===== config.mk =====
export PLATFORM = sky130hd
export DESIGN_NAME = iob_io_board
export DESIGN_NICKNAME = d
export VERILOG_FILES = /design/src/verilog/iob_pkg.sv /design/src/verilog/iob_irq_if.sv /design/src/verilog/iob_irq_unit.sv /design/src/verilog/iob_io_board.sv
export SDC_FILE = /design/constraint.sdc
export NUM_CORES = 1
export LEC_CHECK = 0
export BUFFER_PORTS_ARGS = -buffer_cell sky130_fd_sc_hd__buf_2
export CORE_MARGIN = 1
export CORE_UTILIZATION = 45
export CTS_CLUSTER_DIAMETER = 150
export DETAILED_ROUTE_END_ITERATION = 10
export SLEW_MARGIN = 20
export SYNTH_ARGS = -nofsm -noshare
export SYNTH_HDL_FRONTEND = slang
export SYNTH_SLANG_ARGS = --single-unit

===== constraint.sdc =====
create_clock -name clock -period 4.05 [get_ports clock]
set_input_delay 0.405 -clock clock [delete_from_list [all_inputs] [get_ports clock]]
set_output_delay 0.405 -clock clock [all_outputs]
set_load 0.01 [all_outputs]

===== src/verilog/iob_pkg.sv =====
// Contract
// - slot address match enables data buffer
// - three address lines pick one function
// - board-type read returns fixed identity number
// - acknowledge returned, also clears the watchdog
// - no acknowledge before timeout raises bus fault
// - 16 MHz source divided to 8/4/2 MHz
// - 175 ms reset pulse 5 ms after power
// - pushbutton triggers the same reset pulse
// - all six supplies good lights indicator
// - quadrature phase gives direction, pulses counted
// - encoder activity raises interrupt line three
// - keypad columns pulsed in turn, rows sensed
// - key closure raises interrupt line four
// - keypad read presents key code
// - counter outputs ORed with interrupt line six
// - mask bit high forces line inactive
// - seven masked lines encoded to three bits
// - only the highest pending level presented
package iob_pkg;

  // ----------------------------------------------------------------
  // timing
  // ----------------------------------------------------------------
  localparam int CLK_PERIOD_NS = 40;
  localparam int POR_DELAY_MS = 5;
  localparam int POR_PULSE_MS = 175;
  localparam int POR_DELAY_CYC = (POR_DELAY_MS * 1000000) / CLK_PERIOD_NS;
  localparam int POR_PULSE_CYC = (POR_PULSE_MS * 1000000) / CLK_PERIOD_NS;
  localparam int BUS_TIMEOUT_NS = 10000;
  localparam int BUS_TIMEOUT_CYC = BUS_TIMEOUT_NS / CLK_PERIOD_NS;
  localparam int KEY_COL_NS = 4000;
  localparam int KEY_COL_CYC = KEY_COL_NS / CLK_PERIOD_NS;
  localparam int POR_CNT_W = 23;
  localparam int WDOG_W = 8;
  localparam int KEY_TMR_W = 7;
  localparam logic [WDOG_W-1:0] WDOG_LAST = WDOG_W'(BUS_TIMEOUT_CYC - 1);
  localparam logic [KEY_TMR_W-1:0] KEY_TMR_LAST = KEY_TMR_W'(KEY_COL_CYC - 1);

  // ----------------------------------------------------------------
  // function codes on the three function address lines
  // ----------------------------------------------------------------
  localparam logic [2:0] FN_KEYPAD = 3'h0;
  localparam logic [2:0] FN_ENCODER = 3'h1;
  localparam logic [2:0] FN_INSTR = 3'h2;
  localparam logic [2:0] FN_BOARD = 3'h3;
  localparam logic [2:0] FN_SUPPLY = 3'h4;

  // ----------------------------------------------------------------
  // reset values and identity
  // ----------------------------------------------------------------
  localparam logic [7:0] BOARD_ID_DEFAULT = 8'h5A; // arbitrary value
  localparam logic [7:1] MASK_RESET = 7'h00;
  localparam logic [2:0] LEVEL_NONE_N = 3'h7;
  localparam int ENC_CNT_W = 7;
  localparam logic [ENC_CNT_W-1:0] ENC_CNT_MAX = 7'h7F;

  typedef enum logic [1:0] {BUS_IDLE, BUS_ACK, BUS_DONE, BUS_FAULT}
    iob_bus_state_t;
  typedef enum logic [1:0] {POR_IDLE, POR_WAIT, POR_PULSE} iob_por_state_t;

endpackage


===== src/verilog/iob_irq_if.sv =====
`timescale 1ns/1ps
`default_nettype none
// interrupt lines and mask control between board logic and encoder
interface iob_irq_if;
  logic [7:1] lines_n;
  logic mask_load;
  logic [7:1] mask_data;
  logic mask_clear;
  logic [2:0] level_n;
  modport source (output lines_n, output mask_load, output mask_data,
                  output mask_clear, input level_n);
  modport encoder (input lines_n, input mask_load, input mask_data,
                   input mask_clear, output level_n);
endinterface
`default_nettype wire


===== src/verilog/iob_irq_unit.sv =====
`timescale 1ns/1ps
`default_nettype none
module iob_irq_unit (
  input wire logic clock,
  input wire logic rst_n,
  iob_irq_if.encoder irq
);
  import iob_pkg::*;

  logic [7:1] mask;
  logic [7:1] next_mask;
  logic [2:0] level_n;
  logic [2:0] next_level_n;
  logic [7:1] masked_n;

  // ----------------------------------------------------------------
  // mask latch and priority encoder
  // ----------------------------------------------------------------
  // the clear wins over a load so a reset pulse always opens all lines
  always_comb begin
    next_mask = mask;
    if (irq.mask_clear) begin
      next_mask = MASK_RESET;
    end else if (irq.mask_load) begin
      next_mask = irq.mask_data;
    end
    masked_n = irq.lines_n | mask;
    next_level_n = LEVEL_NONE_N;
    // scan upward so the highest active line is the one that sticks
    for (int i = 1; i <= 7; i++) begin
      if (!masked_n[i]) begin
        next_level_n = ~3'(i);
      end
    end
  end

  always_ff @(posedge clock or negedge rst_n) begin
    if (!rst_n) begin
      mask <= MASK_RESET;
      level_n <= LEVEL_NONE_N;
    end else begin
      mask <= next_mask;
      level_n <= next_level_n;
    end
  end

  assign irq.level_n = level_n;
endmodule
`default_nettype wire


===== src/verilog/iob_io_board.sv =====
`timescale 1ns/1ps
`default_nettype none
module iob_io_board #(
  parameter int POR_DELAY_CYC = iob_pkg::POR_DELAY_CYC,
  parameter int POR_PULSE_CYC = iob_pkg::POR_PULSE_CYC,
  parameter logic [7:0] BOARD_ID = iob_pkg::BOARD_ID_DEFAULT
) (
  input wire logic clock,
  input wire logic rst_n,
  input wire logic addr_top,
  input wire logic [3:0] slot_addr,
  input wire logic [2:0] func_addr,
  input wire logic addr_strobe_n,
  input wire logic read_not_write,
  input wire logic ext_ack_n,
  input wire logic [3:0] slot_identity_code,
  output logic data_buffer_en,
  output logic data_ack_n,
  output logic bus_fault_n,
  input wire logic [7:0] local_data_in,
  output logic [7:0] local_data_out,
  output logic local_data_oe,
  output logic keypad_read_n,
  output logic encoder_read_n,
  output logic supply_status_read_n,
  output logic instr_bus_sel_n,
  input wire logic osc_source,
  output logic [3:0] clk_out,
  input wire logic power_good,
  input wire logic reset_button_n,
  output logic sys_reset_n,
  input wire logic [5:0] supply_good,
  output logic supply_led,
  input wire logic enc_a,
  input wire logic enc_b,
  output logic encoder_irq,
  output logic [7:0] keypad_col_n,
  input wire logic [7:0] keypad_row_n,
  output logic keypad_irq,
  input wire logic [7:1] irq_lines_n,
  input wire logic [2:0] ctc_out,
  input wire logic mask_write_n,
  output logic [2:0] ipl_n
);
  import iob_pkg::*;

  localparam int SYNC_W = 53;
  // counter outputs idle low, every other pin idles high, so no false
  // interrupt or edge shows in the first cycles after reset
  localparam logic [SYNC_W-1:0] SYNC_IDLE = 53'h1F_FFFF_FFFF_F1FF;

  // ----------------------------------------------------------------
  // input synchronisers
  // ----------------------------------------------------------------
  logic [SYNC_W-1:0] sync_a;
  logic [SYNC_W-1:0] sync_b;
  logic a23_s;
  logic [3:0] slot_s;
  logic [2:0] func_s;
  logic as_n_s;
  logic rnw_s;
  logic ext_ack_n_s;
  logic [3:0] id_s;
  logic osc_s;
  logic pwr_s;
  logic btn_n_s;
  logic [5:0] sup_s;
  logic [1:0] enc_s;
  logic [7:0] row_n_s;
  logic [7:1] irq_s;
  logic [2:0] ctc_s;
  logic mwr_n_s;
  logic [7:0] ld_s;

  // every pin passes two stages; only sync_b is ever decoded
  always_ff @(posedge clock or negedge rst_n) begin
    if (!rst_n) begin
      sync_a <= SYNC_IDLE;
      sync_b <= SYNC_IDLE;
    end else begin
      sync_a <= {addr_top, slot_addr, func_addr, addr_strobe_n,
                 read_not_write, ext_ack_n, slot_identity_code, osc_source,
                 power_good, reset_button_n, supply_good, enc_a, enc_b,
                 keypad_row_n, irq_lines_n, ctc_out, mask_write_n,
                 local_data_in};
      sync_b <= sync_a;
    end
  end

  assign {a23_s, slot_s, func_s, as_n_s, rnw_s, ext_ack_n_s, id_s, osc_s,
          pwr_s, btn_n_s, sup_s, enc_s, row_n_s, irq_s, ctc_s, mwr_n_s,
          ld_s} = sync_b;

  // ----------------------------------------------------------------
  // state
  // ----------------------------------------------------------------
  iob_bus_state_t bus_state, next_bus_state;
  iob_por_state_t por_state, next_por_state;
  logic [WDOG_W-1:0] wdog, next_wdog;
  logic next_data_buffer_en, next_data_ack_n, next_bus_fault_n;
  logic [7:0] next_local_data_out;
  logic next_local_data_oe;
  logic next_keypad_read_n, next_encoder_read_n;
  logic next_supply_status_read_n, next_instr_bus_sel_n;
  logic osc_prev, next_osc_prev;
  logic [2:0] div, next_div;
  logic [3:0] next_clk_out;
  logic pwr_prev, next_pwr_prev, btn_prev, next_btn_prev;
  logic [POR_CNT_W-1:0] por_count, next_por_count;
  logic next_sys_reset_n, next_supply_led;
  logic [1:0] enc_prev, next_enc_prev;
  logic [ENC_CNT_W-1:0] enc_count, next_enc_count;
  logic enc_dir, next_enc_dir, next_encoder_irq;
  logic [2:0] key_col, next_key_col;
  logic [KEY_TMR_W-1:0] key_tmr, next_key_tmr;
  logic [7:0] key_code, next_key_code;
  logic key_down, next_key_down, scan_hit, next_scan_hit;
  logic [7:0] next_keypad_col_n;
  logic next_keypad_irq;
  logic mwr_prev, next_mwr_prev, mask_load, next_mask_load;
  logic [7:1] mask_data, next_mask_data;
  logic access, match, fn_ok, take, key_hit;
  logic rd_key, rd_enc;

  iob_irq_if irq_bus ();

  // index of the lowest active-low row
  function automatic logic [2:0] first_low(input logic [7:0] v);
    first_low = 3'h0;
    for (int i = 7; i >= 0; i--) begin
      if (!v[i]) begin
        first_low = 3'(i);
      end
    end
  endfunction

  // ----------------------------------------------------------------
  // next-state logic
  // ----------------------------------------------------------------
  always_comb begin
    next_bus_state = bus_state;
    next_wdog = wdog;
    next_data_buffer_en = data_buffer_en;
    next_data_ack_n = data_ack_n;
    next_bus_fault_n = bus_fault_n;
    next_local_data_out = local_data_out;
    next_local_data_oe = local_data_oe;
    next_keypad_read_n = keypad_read_n;
    next_encoder_read_n = encoder_read_n;
    next_supply_status_read_n = supply_status_read_n;
    next_instr_bus_sel_n = instr_bus_sel_n;
    // backplane space only when the top address bit is high
    access = a23_s & ~as_n_s;
    match = access & (slot_s == id_s);
    fn_ok = (func_s <= FN_SUPPLY);
    take = (bus_state == BUS_IDLE) & match & fn_ok;
    rd_key = take & rnw_s & (func_s == FN_KEYPAD);
    rd_enc = take & rnw_s & (func_s == FN_ENCODER);
    unique case (bus_state)
      BUS_IDLE: begin
        if (!access) begin
          next_wdog = '0;
        end else if (match && fn_ok) begin
          next_bus_state = BUS_ACK;
          next_data_ack_n = 1'b0;
          next_data_buffer_en = 1'b1;
          next_keypad_read_n = ~(rnw_s & (func_s == FN_KEYPAD));
          next_encoder_read_n = ~(rnw_s & (func_s == FN_ENCODER));
          next_supply_status_read_n = ~(rnw_s & (func_s == FN_SUPPLY));
          next_instr_bus_sel_n = ~(func_s == FN_INSTR);
          // the instrument bus chip drives the bus itself on its reads
          next_local_data_oe = rnw_s & (func_s != FN_INSTR);
          unique case (func_s)
            FN_KEYPAD: next_local_data_out = key_code;
            FN_ENCODER: next_local_data_out = {enc_dir, enc_count};
            FN_BOARD: next_local_data_out = BOARD_ID;
            FN_SUPPLY: next_local_data_out = {&sup_s, 1'b0, sup_s};
            default: next_local_data_out = 8'h00;
          endcase
        end else if (!ext_ack_n_s) begin
          next_bus_state = BUS_DONE;
          next_wdog = '0;
        end else if (wdog == WDOG_LAST) begin
          next_bus_state = BUS_FAULT;
          next_bus_fault_n = 1'b0;
        end else begin
          next_wdog = wdog + 1'b1;
        end
      end
      BUS_ACK, BUS_DONE, BUS_FAULT: begin
        if (!access) begin
          next_bus_state = BUS_IDLE;
          next_wdog = '0;
          next_data_ack_n = 1'b1;
          next_bus_fault_n = 1'b1;
          next_data_buffer_en = 1'b0;
          next_local_data_oe = 1'b0;
          next_keypad_read_n = 1'b1;
          next_encoder_read_n = 1'b1;
          next_supply_status_read_n = 1'b1;
          next_instr_bus_sel_n = 1'b1;
        end
      end
    endcase

    // clock divider: source rises advance a binary counter
    next_osc_prev = osc_s;
    next_div = div;
    if (osc_s && !osc_prev) begin
      next_div = div + 1'b1;
    end
    next_clk_out = {next_div, osc_s};

    // power-on and pushbutton reset pulse
    next_pwr_prev = pwr_s;
    next_btn_prev = btn_n_s;
    next_por_state = por_state;
    next_por_count = por_count;
    next_sys_reset_n = sys_reset_n;
    if (!btn_n_s && btn_prev) begin
      next_por_state = POR_PULSE;
      next_por_count = '0;
    end else if (pwr_s != pwr_prev) begin
      next_por_state = POR_WAIT;
      next_por_count = '0;
    end else begin
      unique case (por_state)
        POR_IDLE: next_por_count = '0;
        POR_WAIT: begin
          if (por_count == POR_CNT_W'(POR_DELAY_CYC - 1)) begin
            next_por_state = POR_PULSE;
            next_por_count = '0;
          end else begin
            next_por_count = por_count + 1'b1;
          end
        end
        POR_PULSE: begin
          if (por_count == POR_CNT_W'(POR_PULSE_CYC - 1)) begin
            next_por_state = POR_IDLE;
            next_por_count = '0;
          end else begin
            next_por_count = por_count + 1'b1;
          end
        end
        default: next_por_state = POR_IDLE;
      endcase
    end
    next_sys_reset_n = (next_por_state != POR_PULSE);

    // supply indicator lit only when all six are good
    next_supply_led = &sup_s;

    // rotary encoder: count a-phase rises, b at that moment gives sense
    next_enc_prev = enc_s;
    next_enc_count = enc_count;
    next_enc_dir = enc_dir;
    next_encoder_irq = encoder_irq;
    if (rd_enc) begin
      next_enc_count = '0;
      next_encoder_irq = 1'b0;
    end
    if (enc_s[1] && !enc_prev[1]) begin
      next_enc_dir = enc_s[0];
      if (next_enc_count != ENC_CNT_MAX) begin
        next_enc_count = next_enc_count + 1'b1;
      end
      next_encoder_irq = 1'b1;
    end

    // keypad scan: each column held long enough for rows to settle
    next_key_col = key_col;
    next_key_tmr = key_tmr + 1'b1;
    next_key_code = key_code;
    next_key_down = key_down;
    next_scan_hit = scan_hit;
    next_keypad_irq = keypad_irq;
    key_hit = (key_tmr == KEY_TMR_LAST) & ~(&row_n_s);
    if (rd_key) begin
      next_keypad_irq = 1'b0;
    end
    if (key_tmr == KEY_TMR_LAST) begin
      next_key_tmr = '0;
      next_key_col = key_col + 1'b1;
      if (key_hit) begin
        next_scan_hit = 1'b1;
        if (!key_down) begin
          next_key_code = {2'b00, key_col, first_low(row_n_s)};
          next_key_down = 1'b1;
          next_keypad_irq = 1'b1;
        end
      end
      // a full silent sweep means the key was released
      if (key_col == 3'h7) begin
        next_scan_hit = 1'b0;
        if (!scan_hit && !key_hit) begin
          next_key_down = 1'b0;
        end
      end
    end
    next_keypad_col_n = ~(8'h01 << next_key_col);

    // mask write strobe from the processor's local decode
    next_mwr_prev = mwr_n_s;
    next_mask_load = ~mwr_n_s & mwr_prev;
    next_mask_data = mask_data;
    if (!mwr_n_s && mwr_prev) begin
      next_mask_data = ld_s[6:0];
    end
  end

  // ----------------------------------------------------------------
  // registers
  // ----------------------------------------------------------------
  always_ff @(posedge clock or negedge rst_n) begin
    if (!rst_n) begin
      bus_state <= BUS_IDLE;
      wdog <= '0;
      data_buffer_en <= 1'b0;
      data_ack_n <= 1'b1;
      bus_fault_n <= 1'b1;
      local_data_out <= 8'h00;
      local_data_oe <= 1'b0;
      keypad_read_n <= 1'b1;
      encoder_read_n <= 1'b1;
      supply_status_read_n <= 1'b1;
      instr_bus_sel_n <= 1'b1;
      osc_prev <= 1'b1; // same level as the synchroniser after reset
      div <= 3'h0;
      clk_out <= 4'h0;
      pwr_prev <= 1'b0;
      btn_prev <= 1'b1;
      por_state <= POR_WAIT;
      por_count <= '0;
      sys_reset_n <= 1'b1;
      supply_led <= 1'b0;
      enc_prev <= 2'h3; // no phantom encoder step after reset
      enc_count <= '0;
      enc_dir <= 1'b0;
      encoder_irq <= 1'b0;
      key_col <= 3'h0;
      key_tmr <= '0;
      key_code <= 8'h00;
      key_down <= 1'b0;
      scan_hit <= 1'b0;
      keypad_col_n <= 8'hFE;
      keypad_irq <= 1'b0;
      mwr_prev <= 1'b1;
      mask_load <= 1'b0;
      mask_data <= MASK_RESET;
    end else begin
      bus_state <= next_bus_state;
      wdog <= next_wdog;
      data_buffer_en <= next_data_buffer_en;
      data_ack_n <= next_data_ack_n;
      bus_fault_n <= next_bus_fault_n;
      local_data_out <= next_local_data_out;
      local_data_oe <= next_local_data_oe;
      keypad_read_n <= next_keypad_read_n;
      encoder_read_n <= next_encoder_read_n;
      supply_status_read_n <= next_supply_status_read_n;
      instr_bus_sel_n <= next_instr_bus_sel_n;
      osc_prev <= next_osc_prev;
      div <= next_div;
      clk_out <= next_clk_out;
      pwr_prev <= next_pwr_prev;
      btn_prev <= next_btn_prev;
      por_state <= next_por_state;
      por_count <= next_por_count;
      sys_reset_n <= next_sys_reset_n;
      supply_led <= next_supply_led;
      enc_prev <= next_enc_prev;
      enc_count <= next_enc_count;
      enc_dir <= next_enc_dir;
      encoder_irq <= next_encoder_irq;
      key_col <= next_key_col;
      key_tmr <= next_key_tmr;
      key_code <= next_key_code;
      key_down <= next_key_down;
      scan_hit <= next_scan_hit;
      keypad_col_n <= next_keypad_col_n;
      keypad_irq <= next_keypad_irq;
      mwr_prev <= next_mwr_prev;
      mask_load <= next_mask_load;
      mask_data <= next_mask_data;
    end
  end

  // ----------------------------------------------------------------
  // interrupt combining and encoder
  // ----------------------------------------------------------------
  // own sources and counter outputs join the backplane lines wired-or
  assign irq_bus.lines_n = {irq_s[7], irq_s[6] & ~(|ctc_s), irq_s[5],
                            irq_s[4] & ~keypad_irq,
                            irq_s[3] & ~encoder_irq, irq_s[2:1]};
  assign irq_bus.mask_load = mask_load;
  assign irq_bus.mask_data = mask_data;
  assign irq_bus.mask_clear = ~sys_reset_n;
  assign ipl_n = irq_bus.level_n;

  iob_irq_unit u_irq (
    .clock(clock),
    .rst_n(rst_n),
    .irq(irq_bus.encoder)
  );
endmodule
`default_nettype wire


## Word-level counts from Yosys, hierarchy flattened

Cells that the tools add are included.

| storage, ports and cells | value |
|---|---|
| flip-flop bits (word level) | 226 |
| logic and storage cells | 218 |

| cells by class | value |
|---|---|
| magnitude comparators | 1 |
| shift-type cells | 1 |
| bitwise gates (word level) | 29 |
| multiplexer cells | 85 |
| equality and inequality tests | 29 |
| $add $sub $neg | 6 |
| reduce and logical (&&, ||, !) cells | 29 |

Operators by type and width:

| operator | count |
|---|---|
| $mux 23 | 4 |
| $pmux 23 s3 | 1 |
| $mux 3 | 14 |
| $mux 7 | 6 |
| $mux 8 | 5 |
| $mux 1 | 32 |
| $pmux 8 s4 | 1 |
| $add 23x1->23 const B | 1 |
| $eq 23x17->1 const B | 1 |
| $eq 23x23->1 const B | 1 |
| $mux 2 | 11 |
| $and 1x1->1 | 16 |
| $pmux 1 s2 | 8 |
| $pmux 8 s2 | 1 |
| $reduce_and 3->1 | 5 |
| $add 7x1->7 const B | 2 |
| $not 1->1 | 11 |
| $ne 2x2->1 const B | 5 |
| $add 8x1->8 const B | 1 |
| $eq 8x8->1 const B | 1 |
| $not 8->8 | 1 |
| $reduce_and 8->1 | 1 |
| $shl 1x3->8 const A | 1 |
| $eq 7x7->1 const B | 1 |
| other kinds (28) | 49 |

## Longest topological paths before layout

Gate-level depths: netlist of the first run.

| logic depth | value |
|---|---|
| word-level depth | 11 |
| depth in mapped cells | 12 |

## Hierarchy

Synthesis of the first run repeated with hierarchy kept, for this count alone.

| second synthesis, totals | value |
|---|---|
| cell total of the unflattened synthesis | 713 |
| area, all modules | 8,703.3 µm² |

Modules (own cells, without submodules):

| module | area each (µm²) | times used | sequential area each (µm²) | cells each |
|---|---|---|---|---|
| iob_io_board | 8,269.2 | 1 | 5,401.4 | 675 |
| iob_irq_unit | 434.2 | 1 | 254.0 | 38 |

## Least setup slack after synthesis of the first run

Ideal clock, no wire load.

| timing | value |
|---|---|
| kind | reg-to-reg |
| start | reg sync_b[39] |
| end | reg enc_count[3] |
| buffers on the path | 0 |
| setup slack | 0.987 ns |
| stages on the path, launching flop included | 11 |
| data arrival time | 2.926 ns |
| cells stage by stage | dfstp_2 -> xor2_1 -> nor3_1 -> nand2_2 -> or3_4 -> and2_1 -> ha_1 -> and3_1 -> or4b_2 -> xor2_1 -> nor2_1 |

| between the ends | value |
|---|---|
| longest elaborated chain between the ends | 10 |
| elaborated cells between the ends (all ways) | 11 |
| those cells by class | add/sub (1); eq/ne (2); mux (3); bitwise (5) |

Ends and longest elaborated chain:

| item | RTL line | source |
|---|---|---|
| start: declaration | iob_io_board.sv:56 | `logic [SYNC_W-1:0] sync_b;` |
| start signal: assignment | iob_io_board.sv:86 | `sync_b <= sync_a;` |
| $eq 4x4->1 * | iob_io_board.sv:154 | `match = access & (slot_s == id_s);` |
| $and 1x1->1 * | iob_io_board.sv:154 |  |
| $and 1x1->1 * (2 in a row) | iob_io_board.sv:156 | `take = (bus_state == BUS_IDLE) & match & fn_ok;` |
| $and 1x1->1 * (2 in a row) | iob_io_board.sv:158 | `rd_enc = take & rnw_s & (func_s == FN_ENCODER);` |
| $mux 7 * | iob_io_board.sv:258 | `if (rd_enc) begin` |
| $add 7x1->7 or $ne 7x7->1 (tied branches) | iob_io_board.sv:265, iob_io_board.sv:264 |  |
| $mux 7 | iob_io_board.sv:264 | `if (next_enc_count != ENC_CNT_MAX) begin` |
| $mux 7 * | iob_io_board.sv:262 | `if (enc_s[1] && !enc_prev[1]) begin` |
| named net next_enc_count[3] | iob_io_board.sv:112 | `logic [ENC_CNT_W-1:0] enc_count, next_enc_count;` |
| end signal: assignment | iob_io_board.sv:372 | `enc_count <= next_enc_count;` |
| end: declaration | iob_io_board.sv:112 |  |

Mark *: on every way through the listed nets, which the timed path passes. The rest lies on a longest branch.
A chain may end at the register's enable or synchronous reset.

## Worst setup path in the final report of the first run

| timing | value |
|---|---|
| start | reg sync_b[45] |
| end | reg enc_count[3] |

| between the ends | value |
|---|---|
| longest elaborated chain between the ends | 8 |
| elaborated cells between the ends (all ways) | 10 |
| those cells by class | add/sub (1); order compare (1); eq/ne (2); mux (3); bitwise (3) |

Ends and longest elaborated chain:

| item | RTL line | source |
|---|---|---|
| $le 3x3->1 | iob_io_board.sv:155 | `fn_ok = (func_s <= FN_SUPPLY);` |
| $and 1x1->1 | iob_io_board.sv:156 |  |
| $and 1x1->1 | iob_io_board.sv:158 |  |
| $and 1x1->1 * | iob_io_board.sv:158 |  |
| $mux 7 * | iob_io_board.sv:258 |  |
| $add 7x1->7 or $ne 7x7->1 (tied branches) | iob_io_board.sv:265, iob_io_board.sv:264 |  |
| $mux 7 | iob_io_board.sv:264 |  |
| $mux 7 * | iob_io_board.sv:262 |  |
| named net next_enc_count[3] | iob_io_board.sv:112 |  |

Marked as above.

==> results.cfg, run 1 <==
[global_routing]
met3_usage = 0.0331
grt_start_max_net_pins = 135
grt_pass1_wl_mm = 27.6
groute.usage.overall = 0.175
grt_pass1_vias = 5562
top_usage_layer = met2
antenna_found_initial = 1
use_met1 = 0.246
use_met2 = 0.278
grt_overflow = 0

[sta]
maxSlewViolCount = 0
rsz0062_at_grt = false
setup_violations = 0
finalHoldViolCount = 8
fmax_mhz = 295
tightest_slew_ns = 0.964
period_share = 0.837
tns_ns = 0
fin_worst_skew_ns = 0.0202
period_minus_slack_ns = 3.39
whs_ns = -0.0309
slew_headroom = 0.357

[worst_setup_path]
path_class = register to register
critPathBufInv = 0
crit_path_start_kind = register
worst_ep_arrival_time_ns = 3.75
required_ns = 4.41
worstPathMaxFanout = 9
crit_slowest_cell = or4b_2
crit_family = simple AND/OR/NAND/NOR gates
path_cells = nor2b_1, nand4b_1, or3_4, and2_1, ha_1, and3_1, or4b_2, xor2_1, nor2_1
end_kind = register
cpPeakStageDelay_ns = 0.69

[die]
die_width_um = 139
core-area_um2 = 18200
die_h_um = 139
ioPinCount = 90
die_area_um2 = 19300
start_util = 0.464
rows = 49

[power]
p_leak_nw = 4.49
p_int_mw = 3.87
peakVddDrop_v = 0.000340
report.power.total_mw = 5.14
pwr-share-clk = 0.402
p_sw_mw = 1.27
p_sw_frac = 0.247
p_per_area_nw_per_um2 = 493
p_comb_frac = 0.104
p_seq_frac = 0.494

[drt]
drc_errors = 8
routed_wirelength_mm = 16.3
vias = 5584
first_pass_iters = 11
drt-initial-drc-count = 405
avgRoutedWirePerCell_um = 15.2
drtAntennaViolNets = 0
vias_per_cell = 5.23

[yosys]
seq_area_frac_synth = 0.669
synthFlopType = dfstp_2
yosys_warnings = 0
synthTopCellsByArea = dfstp_2 37%, dfrtp_1 30%, nand2_1 2.4%
syn_nets = 735
synth_area_per_cell_um2 = 12.7
synth_top_cell_area_share = 0.373
synth_top_cell_by_area = dfstp_2
syn_area_um2 = 8450
syn_inst = 668
synth.distinct_cells = 62
async_flop_share = 1.00
synth-edff-count = 0
ys_ff_latch = 220

[clock_network]
clk_latency_ns = 0.51
postCtsSetupBuffers = 0
cts-root-buf = clkbuf_16
h-tree-depth = 1
cts_tree = built
cts_buffers = 24
path_clk_slew_ns = 0.06
cts_resized = 0
cts.sinks = 220
cts_max_path_buffers = 3

[final_layout]
finalInstanceArea_um2 = 10400
area.growth.synth_to_final_pct = 23.2
nNetsFinal = 887
drive_gt1_frac = 0.351

[worst_hold_path]
hold_path.class = primary input to asynchronous set/reset pin

[placement]
dpl.hpwl_mm = 10.6
placed_area_um2 = 9120
port_buffers = 88
place.gp.congestion = 0.812

[run_status]
failed_checks = DRC, hold timing
outcome = complete, but fails checks

[run]
maxCapViolCount = 0
-- cells by family after synthesis --
kind of cell | count (synthesis) | share of synthesized area
compound gates | 124 | 0.0938
mux | 31 | 0.0388
fa+ha+maj | 12 | 0.0178
xor+xnor | 13 | 0.0135
simple gates | 230 | 0.145
buf+inv | 38 | 0.0218
flops | 220 | 0.669
-- Yosys cell counts, types with 12 or more instances --
cell and instances:
dfstp_2 120, dfrtp_1 100, nand2_1 54, nor2_1 38
nand3_1 37, a21oi_1 35, o21ai_0 34, inv_1 19
mux2i_1 17, nor2b_1 16, mux2_2 14, ha_1 12
or3_1 12
-- layout by cell type (no fill, tap or decap), types with 10 or more instances in the layout --
master         instances
a21oi_1               35
mux2_2                14
or3_1                 12
ha_1                  12
nand3_1               37
nor2b_1               16
inv_1                 19
clkbuf_16             25
dfrtp_1              100
dfstp_2              120
o21ai_0               34
mux2i_1               17
dlygate4sd3_1         51
nor2_1                38
nand4_1               10
buf_2                 87
nand2_1               54
-- worst register-to-register path: cells and delay by family (launching register included) --
family                     cells  cell delay, ns
and+or+nand+nor                7            2.27
DFF                            1            0.58
adders and majority gates      1            0.24
xor gates and xnor gates       1            0.16
-- power by group through the flow --
stage	clock network [mW]	logic [mW]	registers, mW
finish	2.07	0.534	2.54
global route	2.23	0.600	2.55
CTS	2.13	0.534	2.54
detailed placement	0	0.495	2.57
global placement	0	0.478	2.56
floorplan	0	0.315	2.55
-- state kept, by name, summed over array words and instances (netlist names), 2 cells and up --
name / cells
local_data_out: 8
u_irq.irq.level_n: 3
clk_out: 2
keypad_col_n: 8
key_col: 3
irq_bus.mask_data: 7
key_code: 6
sync_b: 52
u_irq.mask: 7
bus_state: 2
enc_count: 7
por_count: 23
key_tmr: 7
por_state: 2
wdog: 8
sync_a: 52
div: 2
-- layer usage --
layer	wire (um)	part of all wire
met5	0	0
met1	7550	0.46
met4	347	0.021
met2	7640	0.47
met3	727	0.045
-- layout make-up --
| type | instances | area [um^2] |
|---|---|---|
| Fill cell | 1474 | 7800 |
| Sequential cell | 220 | 5660 |
| Multi-Input combinational cell | 410 | 2620 |
| Timing Repair Buffer | 145 | 1010 |
| Clock buffer | 30 | 684 |
| Tap cell | 229 | 287 |
| Clock inverter | 14 | 85.1 |
| Inverter | 19 | 71.3 |
| Antenna cell | 1 | 2.50 |
-- per-stage QoR --
step | utilization | setup slack, ns | hold slack (ns) | std cells
global placement | 0.501 | 0.756 | 0.336 | 972
CTS | 0.569 | 0.666 | 0.000204 | 1063
global route | 0.572 | 0.419 | 0.00347 | 1068
floorplan | - | 0.987 | 0.109 | 668
finish | 0.572 | 0.660 | -0.0309 | 1068
detailed placement | 0.501 | 0.686 | 0.335 | 972
-- path summary, 6_finish.rpt --
kind / from / endpoint / slack (ns) / cells after the start
max in group asynchronous: rst_n / sync_a[32]$_DFF_PN1_ / 2.95 / 2
min in group clock: supply_good[2] / sync_a[31]$_DFF_PN1_ / 0.03 / 1
setup reg to reg: sync_b[45]$_DFF_PN1_ / enc_count[3]$_DFF_PN0_ / 0.66 / 9
hold / removal: rst_n / wdog[3]$_DFFE_PN0P_ / -0.03 / 1
hold reg to reg: sync_a[11]$_DFF_PN0_ / sync_b[11]$_DFF_PN0_ / 0.34 / 0
setup / recovery: sync_b[45]$_DFF_PN1_ / enc_count[3]$_DFF_PN0_ / 0.66 / 9
-- what timing repair did --
item,CTS,global route
setup endpoints to repair,0,0
endpoints found under the hold margin,47,4
hold buffers,47,4
Power figures use the tool's default switching activity.
==> run 2: changes to the inputs <==
--- a/config.mk
+++ b/config.mk
@@ -10,6 +10,7 @@
 export CORE_UTILIZATION = 45
 export CTS_CLUSTER_DIAMETER = 150
 export DETAILED_ROUTE_END_ITERATION = 10
+export PLACE_DENSITY = 0.66
 export SLEW_MARGIN = 20
 export SYNTH_ARGS = -nofsm -noshare
 export SYNTH_HDL_FRONTEND = slang
==> constraint.sdc (replaced) <==
create_clock -name clock -period 2.8 [get_ports clock]
set_input_delay 0.28 -clock clock [delete_from_list [all_inputs] [get_ports clock]]
set_output_delay 0.28 -clock clock [all_outputs]
set_load 0.01 [all_outputs]
==> run 2 against run 1 <==
Net effect: the flow finishes with violations (DRC); clock power increased by 58%; critical path type unchanged; utilization increased by 1.4 points; via count increased by 0.72%; maximum frequency increased by 25%; power increased by 52%; sequential share of layout area decreased by 1.3 points; global-route usage increased by 0.65 points; sequential cell count unchanged; clock skew decreased by 0.0063 ns; critical endpoint is now enc_count[5]$_DFF_PN0_.
==> results.cfg, run 2 (synthesis results as in run 1) <==
[sta]
setup_violations = 0
fmax_mhz = 368
slew_headroom = 0.489
fin_worst_skew_ns = 0.0139
tightest_slew_ns = 0.766
rsz0062_at_grt = true
maxSlewViolCount = 0
finalHoldViolCount = 0
period_minus_slack_ns = 2.72
period_share = 0.971
worst_slack_ns = 0.0825

[worst_setup_path]
worstPathMaxFanout = 6
reg2regPathDepth = 11
r2r-end = enc_count[5]$_DFF_PN0_
crit_slowest_cell = dfstp_2
path_cells = xor2_1, nor3_2, nand2_2, or3_4, and2_4, ha_4, and3_4, nand2b_1, nor3_1, xnor2_1, nor2_1
crit_path_start_kind = register
required_ns = 3.16
cpPeakStageDelay_ns = 0.53
reg2reg_from = sync_b[40]$_DFF_PN1_
ff2ff_setup_slack_ns = 0.08
path_class = register to register
worst_ep_arrival_time_ns = 3.08
end_kind = register

[drt]
vias_per_cell = 5.21
vias = 5624
routed_wirelength_mm = 17.0
avgRoutedWirePerCell_um = 15.8
drt-initial-drc-count = 334
first_pass_iters = 7
drc_errors = 6
drtAntennaViolNets = 0

[final_layout]
multiInputGateArea_um2 = 2670
nNetsFinal = 900
fin_cells = 1080
fillers = 1440
area.growth.synth_to_final_pct = 26.2
top_regs = sync_a: 52 flops, sync_b: 52 flops, por_count: 23 flops
drive_gt1_frac = 0.363
final_common_cell = dfstp_2
final_cell_mix = 120 x dfstp_2, 100 x dfrtp_1, 87 x buf_2
diodes = 0
regArea_um2 = 5660

[power]
p_per_area_nw_per_um2 = 730
p_seq_frac = 0.471
p_comb_frac = 0.108
p_sw_frac = 0.236
report.power.total_mw = 7.79
p_sw_mw = 1.84
peakVddDrop_v = 0.000379
p_leak_nw = 4.61
pwr-share-clk = 0.421
p_int_mw = 5.95

[clock_network]
cts_tree = built
cts-root-buf = clkbuf_16
cts_max_path_buffers = 3
clk_latency_ns = 0.51
cts_buffers = 24
path_clk_slew_ns = 0.06
h-tree-depth = 1
cts.sinks = 220

[die]
die_area_um2 = 19300
ioPinCount = 90
start_util = 0.464
rows = 49
die_h_um = 139
core-area_um2 = 18200
die_width_um = 139

[global_routing]
grt_pass1_wl_mm = 28.6
groute.usage.overall = 0.182
antenna_found_initial = 0
grt_pass1_vias = 5826
grt_overflow = 0
grt_start_max_net_pins = 98

[placement]
place_ws_ns = -0.0474
place.gp.congestion = 0.829
dp.cells = 982
dpl.hpwl_mm = 11.4
port_buffers = 88

[worst_hold_path]
whs_path_depth = 0
hold_path.class = register to register
hp-start = sync_a[34]$_DFF_PN1_
holdPathEnd = sync_b[34]$_DFF_PN1_

[run_status]
failed_checks = DRC
outcome = complete, but fails checks

[run]
maxCapViolCount = 0
==> run 2: cell count changes in the layout (fill, tap and decap cells not counted), sizes merged, moves of 2 or more <==
cell	change
buf	+10
clkbuf	+7
clkinv	-6
bufinv	+2
dlygate4sd3	+2
==> run 2: repair_timing <==
item,in CTS,in global routing
pin swaps,3,6
setup buffers,0,1
endpoints found under the hold margin,100,0
hold buffers,53,0
endpoints found under the setup margin,1,2
resized for setup,1,2
==> run 2: through the flow <==
| stage | TNS [ns] | hold WS [ns] | cell area (um^2) | util |
|---|---|---|---|---|
| CTS | 0 | 0.351 | 10600 | 0.585 |
| detailed placement | -0.0474 | 0.335 | 9260 | 0.508 |
| global placement | 0 | 0.334 | 9260 | 0.508 |
| global route | -0.0318 | 0.354 | 10700 | 0.586 |
| finish | 0 | 0.347 | 10700 | 0.586 |
| floorplan | 0 | -0.0156 | 8490 | - |
==> run 2: cell type report <==
class,instances,area share
clock buffer,36,0.0712
clock inverter,8,0.00891
inverter,19,0.00668
multi-input combinational,410,0.250
sequential,220,0.530
tap,229,0.0268
timing repair buffer,158,0.106
==> run 2: worst max path at each step <==
stage,end,startpoint,depth (start not counted),slack (ns)
after floorplan,enc_count[3]$_DFF_PN0_,sync_b[40]$_DFF_PN1_,10,0.008
after global placement,enc_count[3]$_DFF_PN0_,sync_b[40]$_DFF_PN1_,10,0.05
after detailed placement,enc_count[3]$_DFF_PN0_,sync_b[40]$_DFF_PN1_,10,-0.05
after CTS,enc_count[3]$_DFF_PN0_,sync_b[39]$_DFF_PN1_,10,0.002
after global routing,enc_count[4]$_DFF_PN0_,sync_b[40]$_DFF_PN1_,10,-0.02
final,enc_count[5]$_DFF_PN0_,sync_b[40]$_DFF_PN1_,11,0.08
==> run 2: layer usage <==
layer	wire length, um	GRT usage	share of wire	up-vias
li1	-	-	-	2685
met1	7490	0.245	0.44	2764
met2	8140	0.297	0.48	138
met3	904	0.0325	0.053	37
met4	486	0.0626	0.029	0
met5	0	0	0	-
==> run 2: worst max-delay path: cells and delay by family, from the launching register on <==
kind	cells	cell delay (ns)
XOR/XNOR	2	0.22
adder cells (fa/ha/maj)	1	0.17
flip-flops	1	0.53
AND/OR/NAND/NOR	8	1.65
==> run 2: power by group through the flow <==
stage | logic [mW] | clock network (mW) | registers (mW)
CTS | 0.826 | 3.38 | 3.66
floorplan | 0.472 | 0 | 3.69
finish | 0.840 | 3.28 | 3.67
detailed placement | 0.762 | 0 | 3.71
global route | 0.934 | 3.51 | 3.70
global placement | 0.716 | 0 | 3.70
==> run 3: changes to the inputs <==
==> constraint.sdc (replaced) <==
create_clock -name clock -period 2.8 [get_ports clock]
set_input_delay 0.42 -clock clock [delete_from_list [all_inputs] [get_ports clock]]
set_output_delay 0.42 -clock clock [all_outputs]
set_load 0.01 [all_outputs]
==> run 3 against run 2 <==
Net effect: the flow still finishes with violations (DRC); setup slack worse by 0.0088 ns; critical path depth is 1 lower; sequential share of layout area is 0.88 points higher; largest cell class unchanged; critical endpoint is now enc_count[3]$_DFF_PN0_; die area unchanged.
==> results.cfg, run 3 (synthesis results as in run 1) <==
[die]
rows = 49
die_area_um2 = 19300
ioPinCount = 90
core-area_um2 = 18200
die_width_um = 139
die_h_um = 139
start_util = 0.464

[final_layout]
fillers = 1448
final_core_util = 0.576
diodes = 0
area.growth.synth_to_final_pct = 24.2
top_regs = sync_a: 52 flops, sync_b: 52 flops, por_count: 23 flops
final_common_cell = dfstp_2
nNetsFinal = 890
drive_gt1_frac = 0.356
final_cell_mix = 120 x dfstp_2, 100 x dfrtp_1, 87 x buf_2
finalInstanceArea_um2 = 10500

[sta]
worst_slack_ns = 0.0738
rsz0062_at_grt = false
period_share = 0.974
fmax_mhz = 367
slew_headroom = 0.482
whs_ns = 0.0179
fin_worst_skew_ns = 0.00959
tightest_slew_ns = 0.771
period_minus_slack_ns = 2.73
maxSlewViolCount = 0
finalHoldViolCount = 0
tns_ns = 0
setup_violations = 0

[global_routing]
grt_pass1_vias = 5710
grt_start_max_net_pins = 75
grt_pass1_wl_mm = 27.6
groute.usage.overall = 0.176
antenna_found_initial = 0
grt_overflow = 0

[worst_setup_path]
worst_ep_arrival_time_ns = 3.09
end_kind = register
path_class = register to register
worstPathMaxFanout = 7
required_ns = 3.17
crit_path_start_kind = register

[power]
p_seq_frac = 0.486
p_per_area_nw_per_um2 = 719
p_sw_mw = 1.78
p_int_mw = 5.76
pwr-share-clk = 0.408
p_comb_frac = 0.106
p_leak_nw = 4.52
peakVddDrop_v = 0.000434
p_sw_frac = 0.236

[clock_network]
cts.sinks = 220
path_clk_slew_ns = 0.06
cts-root-buf = clkbuf_16
cts_tree = built
clk_latency_ns = 0.51
h-tree-depth = 1
cts_max_path_buffers = 3
cts_buffers = 24

[drt]
avgRoutedWirePerCell_um = 15.4
wl_met1_mm = 7.40
vias_per_cell = 5.23
wl_met3_um = 761
drc_errors = 6
dr_wl_met2_mm = 7.91
dr.max_layer_used = met4
first_pass_iters = 10
vias = 5592
drtAntennaViolNets = 0
drt-initial-drc-count = 374
routed_wirelength_mm = 16.4

[run_status]
outcome = complete, but fails checks
failed_checks = DRC

[placement]
place.gp.congestion = 0.829
port_buffers = 88
dpl.hpwl_mm = 11.1
place_ws_ns = -0.0113
placed_area_um2 = 9240

[worst_hold_path]
hold_path.class = primary input to register

[run]
maxCapViolCount = 0
run 3: routing by layer:
metal,up-vias,track usage
met5,-,0
met4,0,0.0550
met3,30,0.0328
met2,139,0.292
met1,2759,0.234
li1,2664,-
run 3: critical path, cell delays in order (launching register included):
cell	delay [ns]
dfstp_2	0.39
or2_0	0.26
a21oi_4	0.19
nand2_2	0.08
or3_4	0.39
and2_4	0.18
ha_4	0.16
and3_4	0.18
or4b_4	0.53
xor2_1	0.16
nor2_1	0.06
run 3: repair_timing:
action,CTS,global route
pin swaps,2,2
hold endpoints to repair,86,2
resized for setup,1,1
endpoints found under the setup margin,1,2
buffers inserted,0,1
hold buffers,43,2
run 3: power groups by stage:
| stage | logic (mW) | clock network [mW] | registers [mW] |
|---|---|---|---|
| after floorplan | 0.472 | 0 | 3.69 |
| after global placement | 0.712 | 0 | 3.70 |
| after detailed placement | 0.751 | 0 | 3.71 |
| after CTS | 0.803 | 3.17 | 3.66 |
| after global routing | 0.894 | 3.29 | 3.70 |
| final | 0.803 | 3.08 | 3.66 |
run 3: final cells by class:
cell class              count  area, um^2  share of cell area
clock buffers              40         743              0.0708
clock inverters             3        40.0             0.00381
inverters                  19        71.3             0.00679
multi-input cells         410        2660               0.254
flip-flops and latches    220        5660               0.539
well taps                 229         287              0.0273
repair buffers            148        1040              0.0988
run 3: worst paths after layout:
path | startpoint | cells past startpoint | end | slack [ns]
min in group asynchronous | rst_n | 2 | wdog[2]$_DFFE_PN0P_ | 0.50
worst min register to register | sync_a[10]$_DFF_PN0_ | 0 | sync_b[10]$_DFF_PN0_ | 0.35
worst max register to register | sync_b[45]$_DFF_PN1_ | 10 | enc_count[3]$_DFF_PN0_ | 0.07
max in group asynchronous | rst_n | 3 | sync_b[27]$_DFF_PN1_ | 1.46
worst max-delay path | sync_b[45]$_DFF_PN1_ | 10 | enc_count[3]$_DFF_PN0_ | 0.07
worst min-delay path | ctc_out[1] | 1 | sync_a[10]$_DFF_PN0_ | 0.02
run 3: through the flow:
stage | cells | total power [mW]
3_5_place_dp | 980 | 4.46
5_1_grt | 1069 | 7.88
4_1_cts | 1066 | 7.63
2_1_floorplan | 668 | 4.16
6_report | 1069 | 7.55
3_3_place_gp | 980 | 4.41
